### src/design/decoder_defines.vh
// Opcodes, modifiers and fixed values of the decoder.
// Assumes a Verilog-2005 compiler.
`ifndef DECODER_DEFINES_VH
`define DECODER_DEFINES_VH
`define OPC_COND_JUMP 4'h1
`define OPC_PAIR 4'h2
`define OPC_INDIRECT 4'h3
`define OPC_LONG_JUMP 4'h4
`define OPC_CALL 4'h5
`define OPC_INCREMENT 4'h6
`define OPC_INC_SKIP 4'h7
`define OPC_ADD 4'h8
`define OPC_SUB 4'h9
`define OPC_LOAD 4'ha
`define OPC_SWAP 4'hb
`define OPC_RETURN 4'hc
`define OPC_LOAD_IMM 4'hd
`define OPC_IO 4'he
`define OPC_ACC_GROUP 4'hf
`define IO_SUB_CHAR 4'h8
`define IO_READ_CHAR 4'h9
`define IO_READ_PORT 4'ha
`define IO_ADD_CHAR 4'hb
`define IO_STATUS_READ 2'h3
`define ACC_CLEAR_BOTH 4'h0
`define ACC_CLEAR_CARRY 4'h1
`define ACC_INCREMENT 4'h2
`define ACC_INVERT_CARRY 4'h3
`define ACC_INVERT 4'h4
`define ACC_ROTATE_LEFT 4'h5
`define ACC_ROTATE_RIGHT 4'h6
`define ACC_CARRY_TO_ACC 4'h7
`define ACC_DECREMENT 4'h8
`define ACC_CARRY_SUB 4'h9
`define ACC_SET_CARRY 4'ha
`define ACC_DECIMAL 4'hb
`define ACC_ONE_HOT 4'hc
`define ACC_COMMAND_LINE 4'hd
`define COND_INVERT 3
`define COND_ZERO 2
`define COND_CARRY 1
`define COND_TEST 0
`define RESET_ADDRESS 12'h000
`define ZERO_NIBBLE 4'h0
`define ALL_ONES_NIBBLE 4'hf
`define DECIMAL_LIMIT 4'h9
`define DECIMAL_FIX 4'h6
`define CARRY_SUB_SET 4'ha
`define CARRY_SUB_CLEAR 4'h9
`endif

### src/design/nibble_alu.v
// Accumulator and carry update of every instruction.
// Assumes the caller picks the operand nibble.
`include "decoder_defines.vh"

module nibble_alu
(
   input  wire [3:0] opcode,
   input  wire [3:0] modifier,
   input  wire [3:0] accumulator,
   input  wire       carry,
   input  wire [3:0] operand,
   output reg  [3:0] result_acc,
   output reg        result_carry
);

   wire [4:0] sum_with_carry = {1'b0, accumulator} + {1'b0, operand} + {4'h0, carry};
   // Carry set after a subtract means no borrow occurred
   wire [4:0] diff_with_borrow = {1'b0, accumulator} + {1'b0, ~operand} + {4'h0, ~carry};
   wire [4:0] acc_plus_one = {1'b0, accumulator} + 5'h01;
   wire [4:0] acc_decimal = {1'b0, accumulator} + {1'b0, `DECIMAL_FIX};

   always @*
   begin
      result_acc = accumulator;
      result_carry = carry;
      case (opcode)
         `OPC_ADD: {result_carry, result_acc} = sum_with_carry;
         `OPC_SUB: {result_carry, result_acc} = diff_with_borrow;
         `OPC_LOAD, `OPC_SWAP: result_acc = operand;
         `OPC_RETURN, `OPC_LOAD_IMM: result_acc = modifier;
         `OPC_IO:
         begin
            if (modifier == `IO_SUB_CHAR)
               {result_carry, result_acc} = diff_with_borrow;
            else if (modifier == `IO_ADD_CHAR)
               {result_carry, result_acc} = sum_with_carry;
            else if (modifier == `IO_READ_CHAR || modifier == `IO_READ_PORT)
               result_acc = operand;
            else if (modifier[3:2] == `IO_STATUS_READ)
               result_acc = operand;
         end
         `OPC_ACC_GROUP:
         begin
            case (modifier)
               `ACC_CLEAR_BOTH: {result_carry, result_acc} = 5'h00;
               `ACC_CLEAR_CARRY: result_carry = 1'b0;
               `ACC_INCREMENT: {result_carry, result_acc} = acc_plus_one;
               `ACC_INVERT_CARRY: result_carry = ~carry;
               `ACC_INVERT: result_acc = ~accumulator;
               `ACC_ROTATE_LEFT: {result_carry, result_acc} = {accumulator, carry};
               `ACC_ROTATE_RIGHT: {result_acc, result_carry} = {carry, accumulator};
               `ACC_CARRY_TO_ACC:
               begin
                  result_acc = {3'h0, carry};
                  result_carry = 1'b0;
               end
               `ACC_DECREMENT:
               begin
                  // Carry set means the decrement did not borrow
                  result_acc = accumulator - 4'h1;
                  result_carry = (accumulator != `ZERO_NIBBLE);
               end
               `ACC_CARRY_SUB:
               begin
                  result_acc = carry ? `CARRY_SUB_SET : `CARRY_SUB_CLEAR;
                  result_carry = 1'b0;
               end
               `ACC_SET_CARRY: result_carry = 1'b1;
               `ACC_DECIMAL:
               begin
                  // Carry is only ever set here, never cleared
                  if (carry || accumulator > `DECIMAL_LIMIT)
                  begin
                     result_acc = acc_decimal[3:0];
                     result_carry = carry | acc_decimal[4];
                  end
               end
               `ACC_ONE_HOT:
               begin
                  case (accumulator)
                     4'h0: result_acc = 4'h0;
                     4'h1: result_acc = 4'h1;
                     4'h2: result_acc = 4'h2;
                     4'h4: result_acc = 4'h3;
                     4'h8: result_acc = 4'h4;
                     default: result_acc = `ALL_ONES_NIBBLE;
                  endcase
               end
               default: result_acc = accumulator;
            endcase
         end
         default: result_acc = accumulator;
      endcase
   end

endmodule

### src/design/nibble_cpu_instruction_decoder.v
// Instruction sequencer and executor of a 4-bit processor.
// Assumes memory and I/O answer by ready handshakes on this clock.
//
// Operation
// - Two-word instructions fetch an operand word next
// - Opcode nibble fetched before modifier nibble
// - Conditional jump loads in-page target if true
// - Condition bits: invert, zero acc, carry, test low
// - Fetch immediate loads operand into register pair
// - Send pair contents as chip select address
// - Indirect fetch via pair zero into pair
// - Indirect jump uses pair as low address
// - Long jump to modifier plus operand target
// - Call pushes return address, jumps long
// - Increment named index register
// - Increment, jump in page if nonzero
// - Add with carry, subtract with borrow
// - Load register, or swap with accumulator
// - Return pops stack; load modifier to accumulator
// - I/O group acts on last chip select
// - Write accumulator to char, ports, program memory
// - Status write index comes from modifier
// - Subtract, read, read port, add character
// - Read status character 0 through 3
// - Clear, increment, invert, rotate through carry
// - Carry move, decrement, adjust, one-hot, command line
`include "decoder_defines.vh"

module nibble_cpu_instruction_decoder
#(
   parameter STACK_DEPTH = 3,
   parameter STACK_WIDTH = 2
)
(
   input  wire        clock,
   input  wire        reset_n,
   input  wire        test_input,
   output reg  [11:0] prog_address,
   output reg         prog_upper,
   output wire        prog_request,
   input  wire [3:0]  prog_nibble,
   input  wire        prog_ready,
   output reg  [7:0]  chip_select_address,
   output reg         chip_select_strobe,
   output wire        io_request,
   output wire [3:0]  io_command,
   output wire [3:0]  io_write_data,
   input  wire [3:0]  io_read_data,
   input  wire        io_ready,
   output reg  [3:0]  accumulator,
   output reg         carry,
   output reg  [2:0]  command_line
);

   ////////////////////////////////////////////////////////////////////////////
   // State encoding

   localparam [7:0] ST_FETCH_HIGH = 8'h01;
   localparam [7:0] ST_FETCH_LOW  = 8'h02;
   localparam [7:0] ST_OPND_HIGH  = 8'h04;
   localparam [7:0] ST_OPND_LOW   = 8'h08;
   localparam [7:0] ST_IND_HIGH   = 8'h10;
   localparam [7:0] ST_IND_LOW    = 8'h20;
   localparam [7:0] ST_EXECUTE    = 8'h40;
   localparam [7:0] ST_IO         = 8'h80;
   localparam [31:0] STACK_TOP    = STACK_DEPTH - 1;

   reg [7:0]             state;
   reg [3:0]             opcode_nibble;
   reg [3:0]             modifier_nibble;
   reg [7:0]             operand;
   reg [11:0]            saved_address;
   reg [STACK_WIDTH-1:0] stack_pointer;
   reg [3:0]             index_file [0:15];
   reg [11:0]            stack_mem [0:STACK_DEPTH-1];
   integer               i;

   wire [3:0] alu_acc;
   wire       alu_carry;
   wire [3:0] alu_operand;
   wire [3:0] incremented;
   wire [2:0] pair;

   ////////////////////////////////////////////////////////////////////////////
   // Helpers

   // Even register of a pair holds the upper nibble
   function [7:0] pair_value;
      input [2:0] sel;
      begin
         pair_value = {index_file[{sel, 1'b0}], index_file[{sel, 1'b1}]};
      end
   endfunction

   function two_word;
      input [3:0] opc;
      input [3:0] mdf;
      begin
         two_word = (opc == `OPC_COND_JUMP) || (opc == `OPC_LONG_JUMP) ||
                    (opc == `OPC_CALL) || (opc == `OPC_INC_SKIP) ||
                    (opc == `OPC_PAIR && !mdf[0]);
      end
   endfunction

   // Selected tests are ORed, then optionally inverted
   function jump_condition;
      input [3:0] cond;
      input [3:0] acc;
      input       cy;
      input       test;
      reg         hit;
      begin
         hit = (cond[`COND_ZERO] && acc == `ZERO_NIBBLE) ||
               (cond[`COND_CARRY] && cy) ||
               (cond[`COND_TEST] && !test);
         jump_condition = cond[`COND_INVERT] ? !hit : hit;
      end
   endfunction

   // Stack wraps at its depth; overflow overwrites the oldest level
   function [STACK_WIDTH-1:0] stack_step;
      input [STACK_WIDTH-1:0] ptr;
      input                   up;
      begin
         if (up)
            stack_step = (ptr == STACK_TOP[STACK_WIDTH-1:0]) ? {STACK_WIDTH{1'b0}} : ptr + 1'b1;
         else
            stack_step = (ptr == {STACK_WIDTH{1'b0}}) ? STACK_TOP[STACK_WIDTH-1:0] : ptr - 1'b1;
      end
   endfunction

   ////////////////////////////////////////////////////////////////////////////
   // Datapath

   assign pair = modifier_nibble[3:1];
   assign incremented = index_file[modifier_nibble] + 4'h1;
   assign alu_operand = (state == ST_IO) ? io_read_data : index_file[modifier_nibble];
   assign prog_request = |(state & (ST_FETCH_HIGH | ST_FETCH_LOW | ST_OPND_HIGH |
                                    ST_OPND_LOW | ST_IND_HIGH | ST_IND_LOW));
   // The chip select address stays held on its own port; this port only tags the operation
   assign io_request = (state == ST_IO);
   assign io_command = modifier_nibble;
   assign io_write_data = accumulator;

   nibble_alu alu
   (
      .opcode       (opcode_nibble),
      .modifier     (modifier_nibble),
      .accumulator  (accumulator),
      .carry        (carry),
      .operand      (alu_operand),
      .result_acc   (alu_acc),
      .result_carry (alu_carry)
   );

   ////////////////////////////////////////////////////////////////////////////
   // Sequencer

   always @(posedge clock)
   begin
      if (!reset_n)
      begin
         state <= ST_FETCH_HIGH;
         prog_address <= `RESET_ADDRESS;
         prog_upper <= 1'b1;
         opcode_nibble <= `ZERO_NIBBLE;
         modifier_nibble <= `ZERO_NIBBLE;
         operand <= 8'h00;
         saved_address <= `RESET_ADDRESS;
         stack_pointer <= {STACK_WIDTH{1'b0}};
         chip_select_address <= 8'h00;
         chip_select_strobe <= 1'b0;
         accumulator <= `ZERO_NIBBLE;
         carry <= 1'b0;
         command_line <= 3'h0;
         for (i = 0; i < 16; i = i + 1)
            index_file[i] <= `ZERO_NIBBLE;
         for (i = 0; i < STACK_DEPTH; i = i + 1)
            stack_mem[i] <= `RESET_ADDRESS;
      end
      else
      begin
         chip_select_strobe <= 1'b0;
         case (state)
            ST_FETCH_HIGH:
            begin
               if (prog_ready)
               begin
                  opcode_nibble <= prog_nibble;
                  prog_upper <= 1'b0;
                  state <= ST_FETCH_LOW;
               end
            end
            ST_FETCH_LOW:
            begin
               if (prog_ready)
               begin
                  modifier_nibble <= prog_nibble;
                  prog_upper <= 1'b1;
                  if (opcode_nibble == `OPC_INDIRECT && !prog_nibble[0])
                  begin
                     // Pair zero addresses the current page; resume after it
                     saved_address <= prog_address + 12'h001;
                     prog_address <= {prog_address[11:8], pair_value(3'h0)};
                     state <= ST_IND_HIGH;
                  end
                  else
                  begin
                     prog_address <= prog_address + 12'h001;
                     if (two_word(opcode_nibble, prog_nibble))
                        state <= ST_OPND_HIGH;
                     else if (opcode_nibble == `OPC_IO)
                        state <= ST_IO;
                     else
                        state <= ST_EXECUTE;
                  end
               end
            end
            ST_OPND_HIGH, ST_IND_HIGH:
            begin
               if (prog_ready)
               begin
                  operand[7:4] <= prog_nibble;
                  prog_upper <= 1'b0;
                  state <= (state == ST_OPND_HIGH) ? ST_OPND_LOW : ST_IND_LOW;
               end
            end
            ST_OPND_LOW:
            begin
               if (prog_ready)
               begin
                  operand[3:0] <= prog_nibble;
                  prog_upper <= 1'b1;
                  prog_address <= prog_address + 12'h001;
                  state <= ST_EXECUTE;
               end
            end
            ST_IND_LOW:
            begin
               if (prog_ready)
               begin
                  operand[3:0] <= prog_nibble;
                  prog_upper <= 1'b1;
                  prog_address <= saved_address;
                  state <= ST_EXECUTE;
               end
            end
            ST_IO:
            begin
               // Write commands leave the accumulator as it is
               if (io_ready)
               begin
                  accumulator <= alu_acc;
                  carry <= alu_carry;
                  state <= ST_FETCH_HIGH;
               end
            end
            ST_EXECUTE:
            begin
               accumulator <= alu_acc;
               carry <= alu_carry;
               state <= ST_FETCH_HIGH;
               case (opcode_nibble)
                  `OPC_COND_JUMP:
                  begin
                     if (jump_condition(modifier_nibble, accumulator, carry, test_input))
                        prog_address <= {prog_address[11:8], operand};
                  end
                  `OPC_PAIR:
                  begin
                     if (modifier_nibble[0])
                     begin
                        chip_select_address <= pair_value(pair);
                        chip_select_strobe <= 1'b1;
                     end
                     else
                     begin
                        index_file[{pair, 1'b0}] <= operand[7:4];
                        index_file[{pair, 1'b1}] <= operand[3:0];
                     end
                  end
                  `OPC_INDIRECT:
                  begin
                     if (modifier_nibble[0])
                        prog_address[7:0] <= pair_value(pair);
                     else
                     begin
                        index_file[{pair, 1'b0}] <= operand[7:4];
                        index_file[{pair, 1'b1}] <= operand[3:0];
                     end
                  end
                  `OPC_LONG_JUMP: prog_address <= {modifier_nibble, operand};
                  `OPC_CALL:
                  begin
                     stack_mem[stack_pointer] <= prog_address;
                     stack_pointer <= stack_step(stack_pointer, 1'b1);
                     prog_address <= {modifier_nibble, operand};
                  end
                  `OPC_INCREMENT: index_file[modifier_nibble] <= incremented;
                  `OPC_INC_SKIP:
                  begin
                     index_file[modifier_nibble] <= incremented;
                     if (incremented != `ZERO_NIBBLE)
                        prog_address <= {prog_address[11:8], operand};
                  end
                  `OPC_SWAP: index_file[modifier_nibble] <= accumulator;
                  `OPC_RETURN:
                  begin
                     stack_pointer <= stack_step(stack_pointer, 1'b0);
                     prog_address <= stack_mem[stack_step(stack_pointer, 1'b0)];
                  end
                  `OPC_ACC_GROUP:
                  begin
                     if (modifier_nibble == `ACC_COMMAND_LINE)
                        command_line <= accumulator[2:0];
                  end
                  default: command_line <= command_line;
               endcase
            end
            default: state <= ST_FETCH_HIGH;
         endcase
      end
   end

endmodule

### config.mk
export PLATFORM = sky130hd
export DESIGN_NAME = nibble_cpu_instruction_decoder
export DESIGN_NICKNAME = d
export VERILOG_FILES = /design/src/design/nibble_alu.v /design/src/design/nibble_cpu_instruction_decoder.v
export VERILOG_INCLUDE_DIRS = /design/src /design/src/design
export SDC_FILE = /design/constraint.sdc
export NUM_CORES = 1
export LEC_CHECK = 0
export BUFFER_PORTS_ARGS = -buffer_cell sky130_fd_sc_hd__buf_2
export CELL_PAD_IN_SITES_DETAIL_PLACEMENT = 1
export CELL_PAD_IN_SITES_GLOBAL_PLACEMENT = 1
export CORE_ASPECT_RATIO = 0.8
export CORE_MARGIN = 5
export CORE_UTILIZATION = 30
export CTS_BUF_LIST = sky130_fd_sc_hd__clkbuf_2 sky130_fd_sc_hd__clkbuf_4 sky130_fd_sc_hd__clkbuf_8
export CTS_CLUSTER_DIAMETER = 60
export CTS_CLUSTER_SIZE = 24
export DETAILED_ROUTE_END_ITERATION = 12
export MAX_ROUTING_LAYER = met4
export PLACE_DENSITY_LB_ADDON = 0.1
export SLEW_MARGIN = 20
export SYNTH_ARGS = -nofsm -noshare
export SYNTH_HDL_FRONTEND = slang
export SYNTH_SLANG_ARGS = --single-unit
### constraint.sdc
create_clock -name clock -period 7.95 [get_ports clock]
set_input_delay 1.59 -clock clock [delete_from_list [all_inputs] [get_ports clock]]
set_output_delay 1.59 -clock clock [all_outputs]
set_load 0.02 [all_outputs]
==> results.sh, run 1 <==
export IMPL_leakage_nw=4.46
export IMPL_fp_dieW_um=226
export IMPL_vias_per_cell=5.61
export IMPL_ys_warn_count=0
export IMPL_htree_num_levels=4
export IMPL_utilization_pct=33.1
export IMPL_ant_nets=0
export IMPL_grt_setup_unrepaired="false"
export IMPL_area_growth_pct=9.37
export IMPL_gp_congestion=0.855
export IMPL_diodes=0
export IMPL_cp_start_kind="flop"
export IMPL_num_rows=63
export IMPL_drv_slew=0
export IMPL_fin_worst_skew_ns=0.0147
export IMPL_cts_tree="yes"
export IMPL_min_from="chip_select_address[6]$_SDFFE_PN0P_"
export IMPL_wl_per_cell_um=25.1
export IMPL_drt_pass1_iter_count=5
export IMPL_postSynthCellCount=1140
export IMPL_antenna_found_initial=0
export IMPL_clkLatencyLatePin_ns=0.51
export IMPL_drive_gt1_share_pct=15.2
export IMPL_synth_ff_type="edfxtp_1"
export IMPL_vias=9205
export IMPL_maxSlewHeadroom_pct=31.5
export IMPL_grt_max_degree=41
export IMPL_arrival_ns=4.57
export IMPL_cp_max_fo=27
export IMPL_synth_seq_area_share_pct=43.1
export IMPL_synth_area_sq_mm=0.0112
export IMPL_grt_pass1_wl_um=62000
export IMPL_clock_sinks=184
export IMPL_nets=1178
export IMPL_yosysUniqueCellTypes=80
export IMPL_setup_ws_ns=3.74
export IMPL_cts_max_path_buffers=2
export IMPL_grt_pass1_vias=9187
export IMPL_criticalPathCategory="flop to flop"
export IMPL_synth_seq_cells=184
export IMPL_hold_class="flop to flop"
export IMPL_clk_root_buffer_cell="clkbuf_8"
export IMPL_drt_iter0_drc=685
export IMPL_synth_edf_count=112
export IMPL_fillers=4232
export IMPL_fmax_ghz=0.237
export IMPL_tns_ns=0
export IMPL_max_cap_viol_count=0
export IMPL_period_needed_ns=4.21
export IMPL_dp_hpwl_um=30100
export IMPL_peakVddDrop_uv=109
export IMPL_endpoint_kind="flop"
export IMPL_die_h_um=182
export IMPL_cts_buffers=17
export IMPL_synth_area_per_cell_sq_um=9.78
export IMPL_start_util_pct=30.2
export IMPL_synth_async_reset_ratio_pct=0
export IMPL_drc=0
export IMPL_r2r_end="accumulator[1]$_SDFFE_PN0P_"
export IMPL_holdBufCountCts=0
export IMPL_cts_resized=0
export IMPL_core_area_sq_mm=0.0369
export IMPL_syn_num_nets=1178
export IMPL_tightestPinTransition_ns=1.02
export IMPL_worstPathRequired_ns=8.31
export IMPL_dpl_cell_count=1608
export IMPL_finalCritPeriodShare_pct=53.0
export IMPL_endpoint="accumulator[1]$_SDFFE_PN0P_"
export IMPL_r2r_cells=14
export IMPL_track_usage_pct=20.5
export IMPL_finalHoldViolCount=0
export IMPL_overflow=0
export IMPL_port_buffers=52
export IMPL_stdcell_count=1640
export IMPL_pin_count=53
export IMPL_dieArea_sq_mm=0.0411
export IMPL_status="finished, final reports clean"
export IMPL_cts_setup_buffers=0
export IMPL_power_density_mw_per_mm2=159
export IMPL_clkSlewWorstSetupHoldPaths_ns=0.11
export IMPL_drt_wl_total_um=41200
export IMPL_setup_viol=0
export IMPL_total_power_mw=1.94
export IMPL_r2r_slack_ns=3.74
export IMPL_pre_cts_slack_ns=3.74
-- cell usage after synthesis, types with 14 or more instances --
library cell	number	area (sq um)
nor2b_1	15	93.8
buf_2	14	70.1
nand3_1	39	195
edfxtp_1	112	3360
mux2i_1	37	370
nor3_1	15	75.1
nand2_1	130	488
clkbuf_1	57	214
nor2_1	105	394
and3_1	44	275
ha_1	21	263
a21oi_1	55	275
a211oi_1	18	135
o21ai_0	93	465
mux4_2	45	1010
dfxtp_1	72	1440
inv_1	29	109
-- cells by family (layout without fill, tap and decap cells) --
kind of cell | after synthesis | after routing | share of synthesized area (%)
muxes | 83 | 83 | 12.5
buffers and inverters | 121 | 134 | 4.59
adders and majority gates | 25 | 25 | 3.07
and+or+nand+nor | 420 | 420 | 18.5
xor gates and xnor gates | 20 | 20 | 1.57
AOI/OAI and AO/OA | 287 | 287 | 16.7
DFF | 184 | 184 | 43.1
-- critical path: stages (launching register included) --
cell,delay [ns]
dfxtp_2,0.93
mux4_2,0.59
a22oi_1,0.22
nand2_1,0.27
mux2i_1,0.40
fa_1,0.28
inv_1,0.06
fa_1,0.53
a21oi_1,0.08
a21oi_1,0.13
o21ai_0,0.08
a21oi_1,0.16
o221ai_1,0.12
nand3_1,0.13
a21oi_1,0.07
-- cell usage in the layout, fill, tap and decap left out, drive strengths merged, types with 39 or more instances in the layout --
cell type	netlist	routed
nand2	131	131
a21oi	57	57
nand3	39	39
nor2	109	109
edfxtp	112	112
buf	32	72
mux4	45	45
o21ai	100	100
and3	44	44
dfxtp	72	72
-- per-stage QoR --
stage	hold slack, ns	cell area, sq um
after global placement	0.439	11800
final	0.457	12200
after floorplan	0.453	11200
after global routing	0.479	12200
after detailed placement	0.450	11800
after CTS	0.464	12200
-- power by group --
| part | internal, mW | total (mW) | switching [mW] |
|---|---|---|---|
| registers | 1.03 | 1.06 | 0.0306 |
| logic | 0.0623 | 0.181 | 0.119 |
| clock network | 0.293 | 0.698 | 0.405 |
-- sequential cells by signal, indices dropped and copies added (netlist names), 4 cells and up, named ones only --
name,cells
operand,8
stack_mem,48
saved_address,12
io_command,4
prog_address,12
index_file,64
state,8
accumulator,4
chip_select_address,8
opcode_nibble,4
-- worst min-delay path by stage --
stage / to / cells after the start
floorplan: saved_address[0]$_SDFFE_PN0P_ / 2
global placement: chip_select_address[6]$_SDFFE_PN0P_ / 2
detailed placement: chip_select_address[6]$_SDFFE_PN0P_ / 2
CTS: chip_select_address[6]$_SDFFE_PN0P_ / 2
global route: chip_select_address[6]$_SDFFE_PN0P_ / 2
finish: chip_select_address[6]$_SDFFE_PN0P_ / 2
-- per-layer routing --
layer  track usage [%]  wire length [um]  up-vias
met5                 -                 0        -
met4              4.50               610        0
met3              3.20              1830       28
met2              28.8             17600      237
met1              31.2             21200     4688
li1                  -                 -     4252
-- cell type report --
type	instances	area, sq um	share of cell area, %
Multi-Input combinational cell	835	5840	47.9
Tap cell	487	609	5.00
Inverter	30	113	0.923
Sequential cell	184	4810	39.4
Timing Repair Buffer	72	410	3.37
Clock inverter	15	184	1.51
Clock buffer	17	234	1.92
(Power assumes the default switching activity.)
==> run 2, diff against run 1 <==
- clock period: 7.95 -> 3.85 ns (I/O delays scaled with it)
==> run 2 against run 1 <==
Effect of this change: fmax grew 17%; clock-buffer cell count grew 2; clock power grew 110%; final cell count grew 2.7%; critical endpoint unchanged; largest cell class unchanged.
==> results.sh, run 2 (same netlist as run 1, synthesis figures left out) <==
export IMPL_drv_slew=0
export IMPL_path_buf_inv=2
export IMPL_fin_worst_skew_ns=0.0188
export IMPL_pre_cts_slack_ns=0.171
export IMPL_clkLatencyLatePin_ns=0.50
export IMPL_fmax_ghz=0.279
export IMPL_final_cell_mix="nand2_1 (129), edfxtp_1 (112), nor2_1 (105)"
export IMPL_dp_hpwl_um=31800
export IMPL_fillers=4215
export IMPL_die_h_um=182
export IMPL_drive_gt1_share_pct=18.5
export IMPL_endpoint_kind="flop"
export IMPL_fin_area_sq_mm=0.0126
export IMPL_period_needed_ns=3.59
export IMPL_track_usage_pct=21.5
export IMPL_vias_per_cell=5.63
export IMPL_overflow=0
export IMPL_worstPathRequired_ns=4.28
export IMPL_vias=9492
export IMPL_grt_max_degree=41
export IMPL_cts_tree="yes"
export IMPL_placed_cell_area_sq_mm=0.0121
export IMPL_crit_path_frequent_cell="a21oi_1"
export IMPL_hold_class="flop to flop"
export IMPL_status="finished, final reports clean"
export IMPL_maxSlewHeadroom_pct=33.8
export IMPL_htree_num_levels=4
export IMPL_drt_pass1_iter_count=5
export IMPL_clkSlewWorstSetupHoldPaths_ns=0.11
export IMPL_num_rows=63
export IMPL_cpPeakStageDelay_ns=0.52
export IMPL_regMostFlops="index_file"
export IMPL_drc=0
export IMPL_fp_dieW_um=226
export IMPL_multi_input_area_sq_mm=0.00585
export IMPL_path_cells="buf_4 > nor2b_1 > a22oi_1 > nand2_1 > mux2i_1 > fa_1 > inv_1 > fa_1 > a21oi_1 > a21oi_1 > o21ai_0 > a21oi_1 > o221ai_1 > nand3_1 > a21oi_1"
export IMPL_grt_pass1_wl_um=64900
export IMPL_cp_start_kind="flop"
export IMPL_tightestPinTransition_ns=0.989
export IMPL_gp_congestion=0.907
export IMPL_whs_ns=0.465
export IMPL_arrival_ns=4.02
export IMPL_core_area_sq_mm=0.0369
export IMPL_finalCritPeriodShare_pct=93.1
export IMPL_largest_reg_flops=64
export IMPL_area_growth_pct=12.7
export IMPL_leakage_nw=4.69
export IMPL_pin_count=53
export IMPL_port_buffers=52
export IMPL_grt_setup_unrepaired="false"
export IMPL_power_density_mw_per_mm2=322
export IMPL_final_common_cell="nand2_1"
export IMPL_crit_family="compound AO/OA/AOI/OAI gates"
export IMPL_antenna_found_initial=0
export IMPL_diodes=0
export IMPL_reg_top3="index_file x64, stack_mem x48"
export IMPL_drt_iter0_drc=939
export IMPL_tns_ns=0
export IMPL_r2r_slack_ns=0.26
export IMPL_regArea_sq_mm=0.00481
export IMPL_clk_root_buffer_cell="clkbuf_8"
export IMPL_wl_per_cell_um=25.6
export IMPL_dpl_cell_count=1653
export IMPL_dieArea_sq_mm=0.0411
export IMPL_cp_max_fo=14
export IMPL_utilization_pct=34.1
export IMPL_total_power_mw=4.05
export IMPL_cts_setup_buffers=0
export IMPL_setup_ws_ns=0.264
export IMPL_nets=1223
export IMPL_cts_buffers=17
export IMPL_setup_viol=0
export IMPL_ant_nets=0
export IMPL_holdBufCountCts=0
export IMPL_max_cap_viol_count=0
export IMPL_start_util_pct=30.2
export IMPL_criticalPathCategory="flop to flop"
export IMPL_peakVddDrop_uv=169
export IMPL_grt_pass1_vias=9694
export IMPL_drt_wl_total_um=43100
export IMPL_stdcell_count=1685
export IMPL_cts_max_path_buffers=2
export IMPL_clock_sinks=184
export IMPL_slowest_stage="dfxtp_1"
export IMPL_finalHoldViolCount=0
[run 2: cell types whose count changed in the layout (fill, tap and decap cells not counted), moves of 2 or more]
cell,delta
buf_4,+43
inv_8,-2
clkinv_2,+2
buf_12,+2
[run 2: routing by layer]
metal,GRT usage [%],part of all wire (%),vias to the layer above
met4,4.57,1.6,0
met1,32.5,51,4863
met2,30.1,42,251
met3,3.55,4.4,53
li1,-,-,4325
met5,-,0,-
[run 2: layout make-up]
type / instances / share of cell area [%]
clock buffer: 19 / 2.03
inverter: 30 / 0.896
timing repair buffer: 117 / 6.15
sequential: 184 / 38.2
multi-input combinational: 835 / 46.5
clock inverter: 13 / 1.33
tap: 487 / 4.85
[run 2: worst paths after layout]
check,startpoint,cells after the start,to
hold reg to reg,chip_select_address[6]$_SDFFE_PN0P_,2,chip_select_address[6]$_SDFFE_PN0P_
setup / recovery,flop,15,accumulator[1]$_SDFFE_PN0P_
hold / removal,chip_select_address[6]$_SDFFE_PN0P_,2,chip_select_address[6]$_SDFFE_PN0P_
setup reg to reg,flop,15,accumulator[1]$_SDFFE_PN0P_
[run 2: timing repair]
| action | 4_1_cts | 5_1_grt |
|---|---|---|
| endpoints found under the hold margin | 0 | 0 |
| endpoints found under the setup margin | 0 | 4 |
| resized for setup | 0 | 3 |
[run 2: power breakdown]
part	switching [mW]	internal, mW	leakage [nW]
clock	0.785	0.675	0.216
combinational	0.268	0.145	2.73
sequential	0.0519	2.13	1.74
[run 2: tightest hold or removal path: cells and delay by family, from the launching register on]
family           cells  cell delay (ns)
AO/OA/AOI/OAI        1             0.05
flip-flops           1             0.33
AND/OR/NAND/NOR      1             0.05
==> run 3, diff against run 2 <==
- CORE_ASPECT_RATIO: 0.8 -> 0.6
- REMOVE_ABC_BUFFERS: unset -> 1
==> run 3 against run 2 <==
Effect of this change: setup slack lost 0.11 ns; largest cell class unchanged; total power grew 2.4%; utilization grew 0.26 points; critical path depth shrank 3; critical path type unchanged; clock power grew 6%; sequential share of layout area grew 0.11 points; via count grew 1.2%; flip-flop and latch count is the same; die area grew 0.25%.
==> results.sh, run 3 (same netlist as run 1, synthesis figures left out) <==
export IMPL_status="finished, final reports clean"
export IMPL_max_cap_viol_count=0
export IMPL_grt_pass1_vias=9416
export IMPL_p_int_mw=3.01
export IMPL_largest_reg_flops=64
export IMPL_p_sw_mw=1.14
export IMPL_hold_class="flop to flop"
export IMPL_regMostFlops="index_file"
export IMPL_period_needed_ns=3.70
export IMPL_drt_iter0_drc=864
export IMPL_endpoint_kind="flop"
export IMPL_dp_hpwl_um=33400
export IMPL_slowest_stage="mux4_2"
export IMPL_antenna_found_initial=0
export IMPL_use_met3_pct=3.98
export IMPL_clock_sinks=184
export IMPL_path_cells="buf_12 > mux4_2 > a22oi_1 > nand2_1 > mux2i_1 > ha_1 > o21ai_0 > nand3b_1 > a21boi_0 > o21ai_0 > o211ai_1 > a21oi_1"
export IMPL_drc=0
export IMPL_num_rows=54
export IMPL_tightestPinTransition_ns=1.12
export IMPL_clkLatencyLatePin_ns=0.51
export IMPL_fin_worst_skew_ns=0.0153
export IMPL_vias_per_cell=5.77
export IMPL_arrival_ns=4.08
export IMPL_busiest_layer="met1"
export IMPL_grt_max_degree=45
export IMPL_fmax_ghz=0.270
export IMPL_leakage_nw=4.67
export IMPL_fp_dieW_um=259
export IMPL_crit_path_frequent_cell="o21ai_0"
export IMPL_fillers=4166
export IMPL_clk_root_buffer_cell="clkbuf_8"
export IMPL_start_util_pct=30.6
export IMPL_drive_gt1_share_pct=18.1
export IMPL_power_frac_comb_pct=10.2
export IMPL_crit_family="compound AO/OA/AOI/OAI gates"
export IMPL_path_buf_inv=1
export IMPL_grt_use_met2_pct=28.0
export IMPL_overflow=0
export IMPL_final_cell_mix="nand2_1 (129), edfxtp_1 (112), nor2_1 (105)"
export IMPL_nets=1215
export IMPL_track_usage_pct=22.0
export IMPL_grtUsageMet1_pct=35.8
export IMPL_holdBufCountCts=0
export IMPL_regArea_sq_mm=0.00481
export IMPL_cp_max_fo=22
export IMPL_port_buffers=52
export IMPL_sw_frac_of_total_pct=27.4
export IMPL_grt_setup_unrepaired="false"
export IMPL_gp_congestion=0.902
export IMPL_htree_num_levels=4
export IMPL_multi_input_area_sq_mm=0.00586
export IMPL_vias=9607
export IMPL_cts_tree="yes"
export IMPL_finalCritPeriodShare_pct=96.1
export IMPL_finalHoldViolCount=0
export IMPL_drt_wl_total_um=44400
export IMPL_pre_cts_slack_ns=0.0524
export IMPL_clkSlewWorstSetupHoldPaths_ns=0.11
export IMPL_p_seq_share_pct=52.5
export IMPL_drt_pass1_iter_count=5
export IMPL_criticalPathCategory="flop to flop"
export IMPL_cp_start_kind="flop"
export IMPL_cts_buffers=17
export IMPL_peakVddDrop_uv=237
export IMPL_dieArea_sq_mm=0.0413
export IMPL_utilization_pct=34.3
export IMPL_cpPeakStageDelay_ns=0.51
export IMPL_drv_slew=0
export IMPL_power_density_mw_per_mm2=331
export IMPL_diodes=0
export IMPL_cts_max_path_buffers=2
export IMPL_grt_pass1_wl_um=65900
export IMPL_reg_top3="index_file x64, stack_mem x48"
export IMPL_pin_count=53
export IMPL_total_power_mw=4.15
export IMPL_final_common_cell="nand2_1"
export IMPL_maxSlewHeadroom_pct=25.4
export IMPL_clkPwrFrac_pct=37.3
export IMPL_wl_per_cell_um=26.7
export IMPL_worstPathRequired_ns=4.23
export IMPL_core_area_sq_mm=0.0365
export IMPL_ant_nets=0
export IMPL_cts_setup_buffers=0
export IMPL_setup_ws_ns=0.150
export IMPL_die_h_um=159
export IMPL_setup_viol=0
export IMPL_area_growth_pct=12.4
-- run 3: changes by cell type in the layout (fill, tap and decap cells not counted), sizes merged --
cell,previous run,this run
buf,117,109
clkinvlp,1,0
bufinv,3,4
clkinv,5,4
clkbuf,19,20
-- run 3: per-layer routing --
| layer | part of all wire, % | vias up |
|---|---|---|
| met1 | 54 | 4943 |
| met5 | 0 | - |
| met4 | 0.84 | 0 |
| li1 | - | 4322 |
| met2 | 39 | 313 |
| met3 | 6.2 | 29 |
-- run 3: layout make-up --
class                      instances  share of cell area [%]
tap                              476                    4.75
clock buffer                      20                    2.05
clock inverter                    12                    1.50
timing repair buffer             109                    5.69
sequential                       184                    38.4
inverter                          30                   0.899
multi-input combinational        835                    46.8
-- run 3: path summary, 6_finish.rpt --
| check | slack, ns | cells after the start | from | to |
|---|---|---|---|---|
| min reg2reg | 0.46 | 2 | chip_select_address[6]$_SDFFE_PN0P_ | chip_select_address[6]$_SDFFE_PN0P_ |
| min | 0.46 | 2 | chip_select_address[6]$_SDFFE_PN0P_ | chip_select_address[6]$_SDFFE_PN0P_ |
| max | 0.15 | 12 | flop | carry$_SDFFE_PN0P_ |
| max reg2reg | 0.15 | 12 | flop | carry$_SDFFE_PN0P_ |
-- run 3: tightest hold or removal path, cell delays in order (launching register included) --
cell and delay (ns):
dfxtp_1 0.33, nand2_1 0.05, a21oi_1 0.05
-- run 3: what timing repair did --
action	4_1_cts	5_1_grt
resized for setup	0	4
setup endpoints to repair	0	4
hold endpoints to repair	0	0
-- run 3: through the flow --
step	cell area (sq um)	hold slack, ns	setup TNS, ns	cells
detailed placement	12100	0.452	0	1634
finish	12500	0.460	0	1666
floorplan	10800	0.453	-0.858	1049
CTS	12500	0.468	0	1666
global route	12500	0.501	0	1666
global placement	12100	0.448	0	1634
-- run 3: power by group through the flow --
stage / logic [mW] / registers (mW) / clock network [mW]
after global placement: 0.413 / 2.22 / 0
after global routing: 0.455 / 2.18 / 1.67
after CTS: 0.417 / 2.18 / 1.58
final: 0.424 / 2.18 / 1.55
after floorplan: 0.223 / 2.22 / 0
after detailed placement: 0.416 / 2.22 / 0
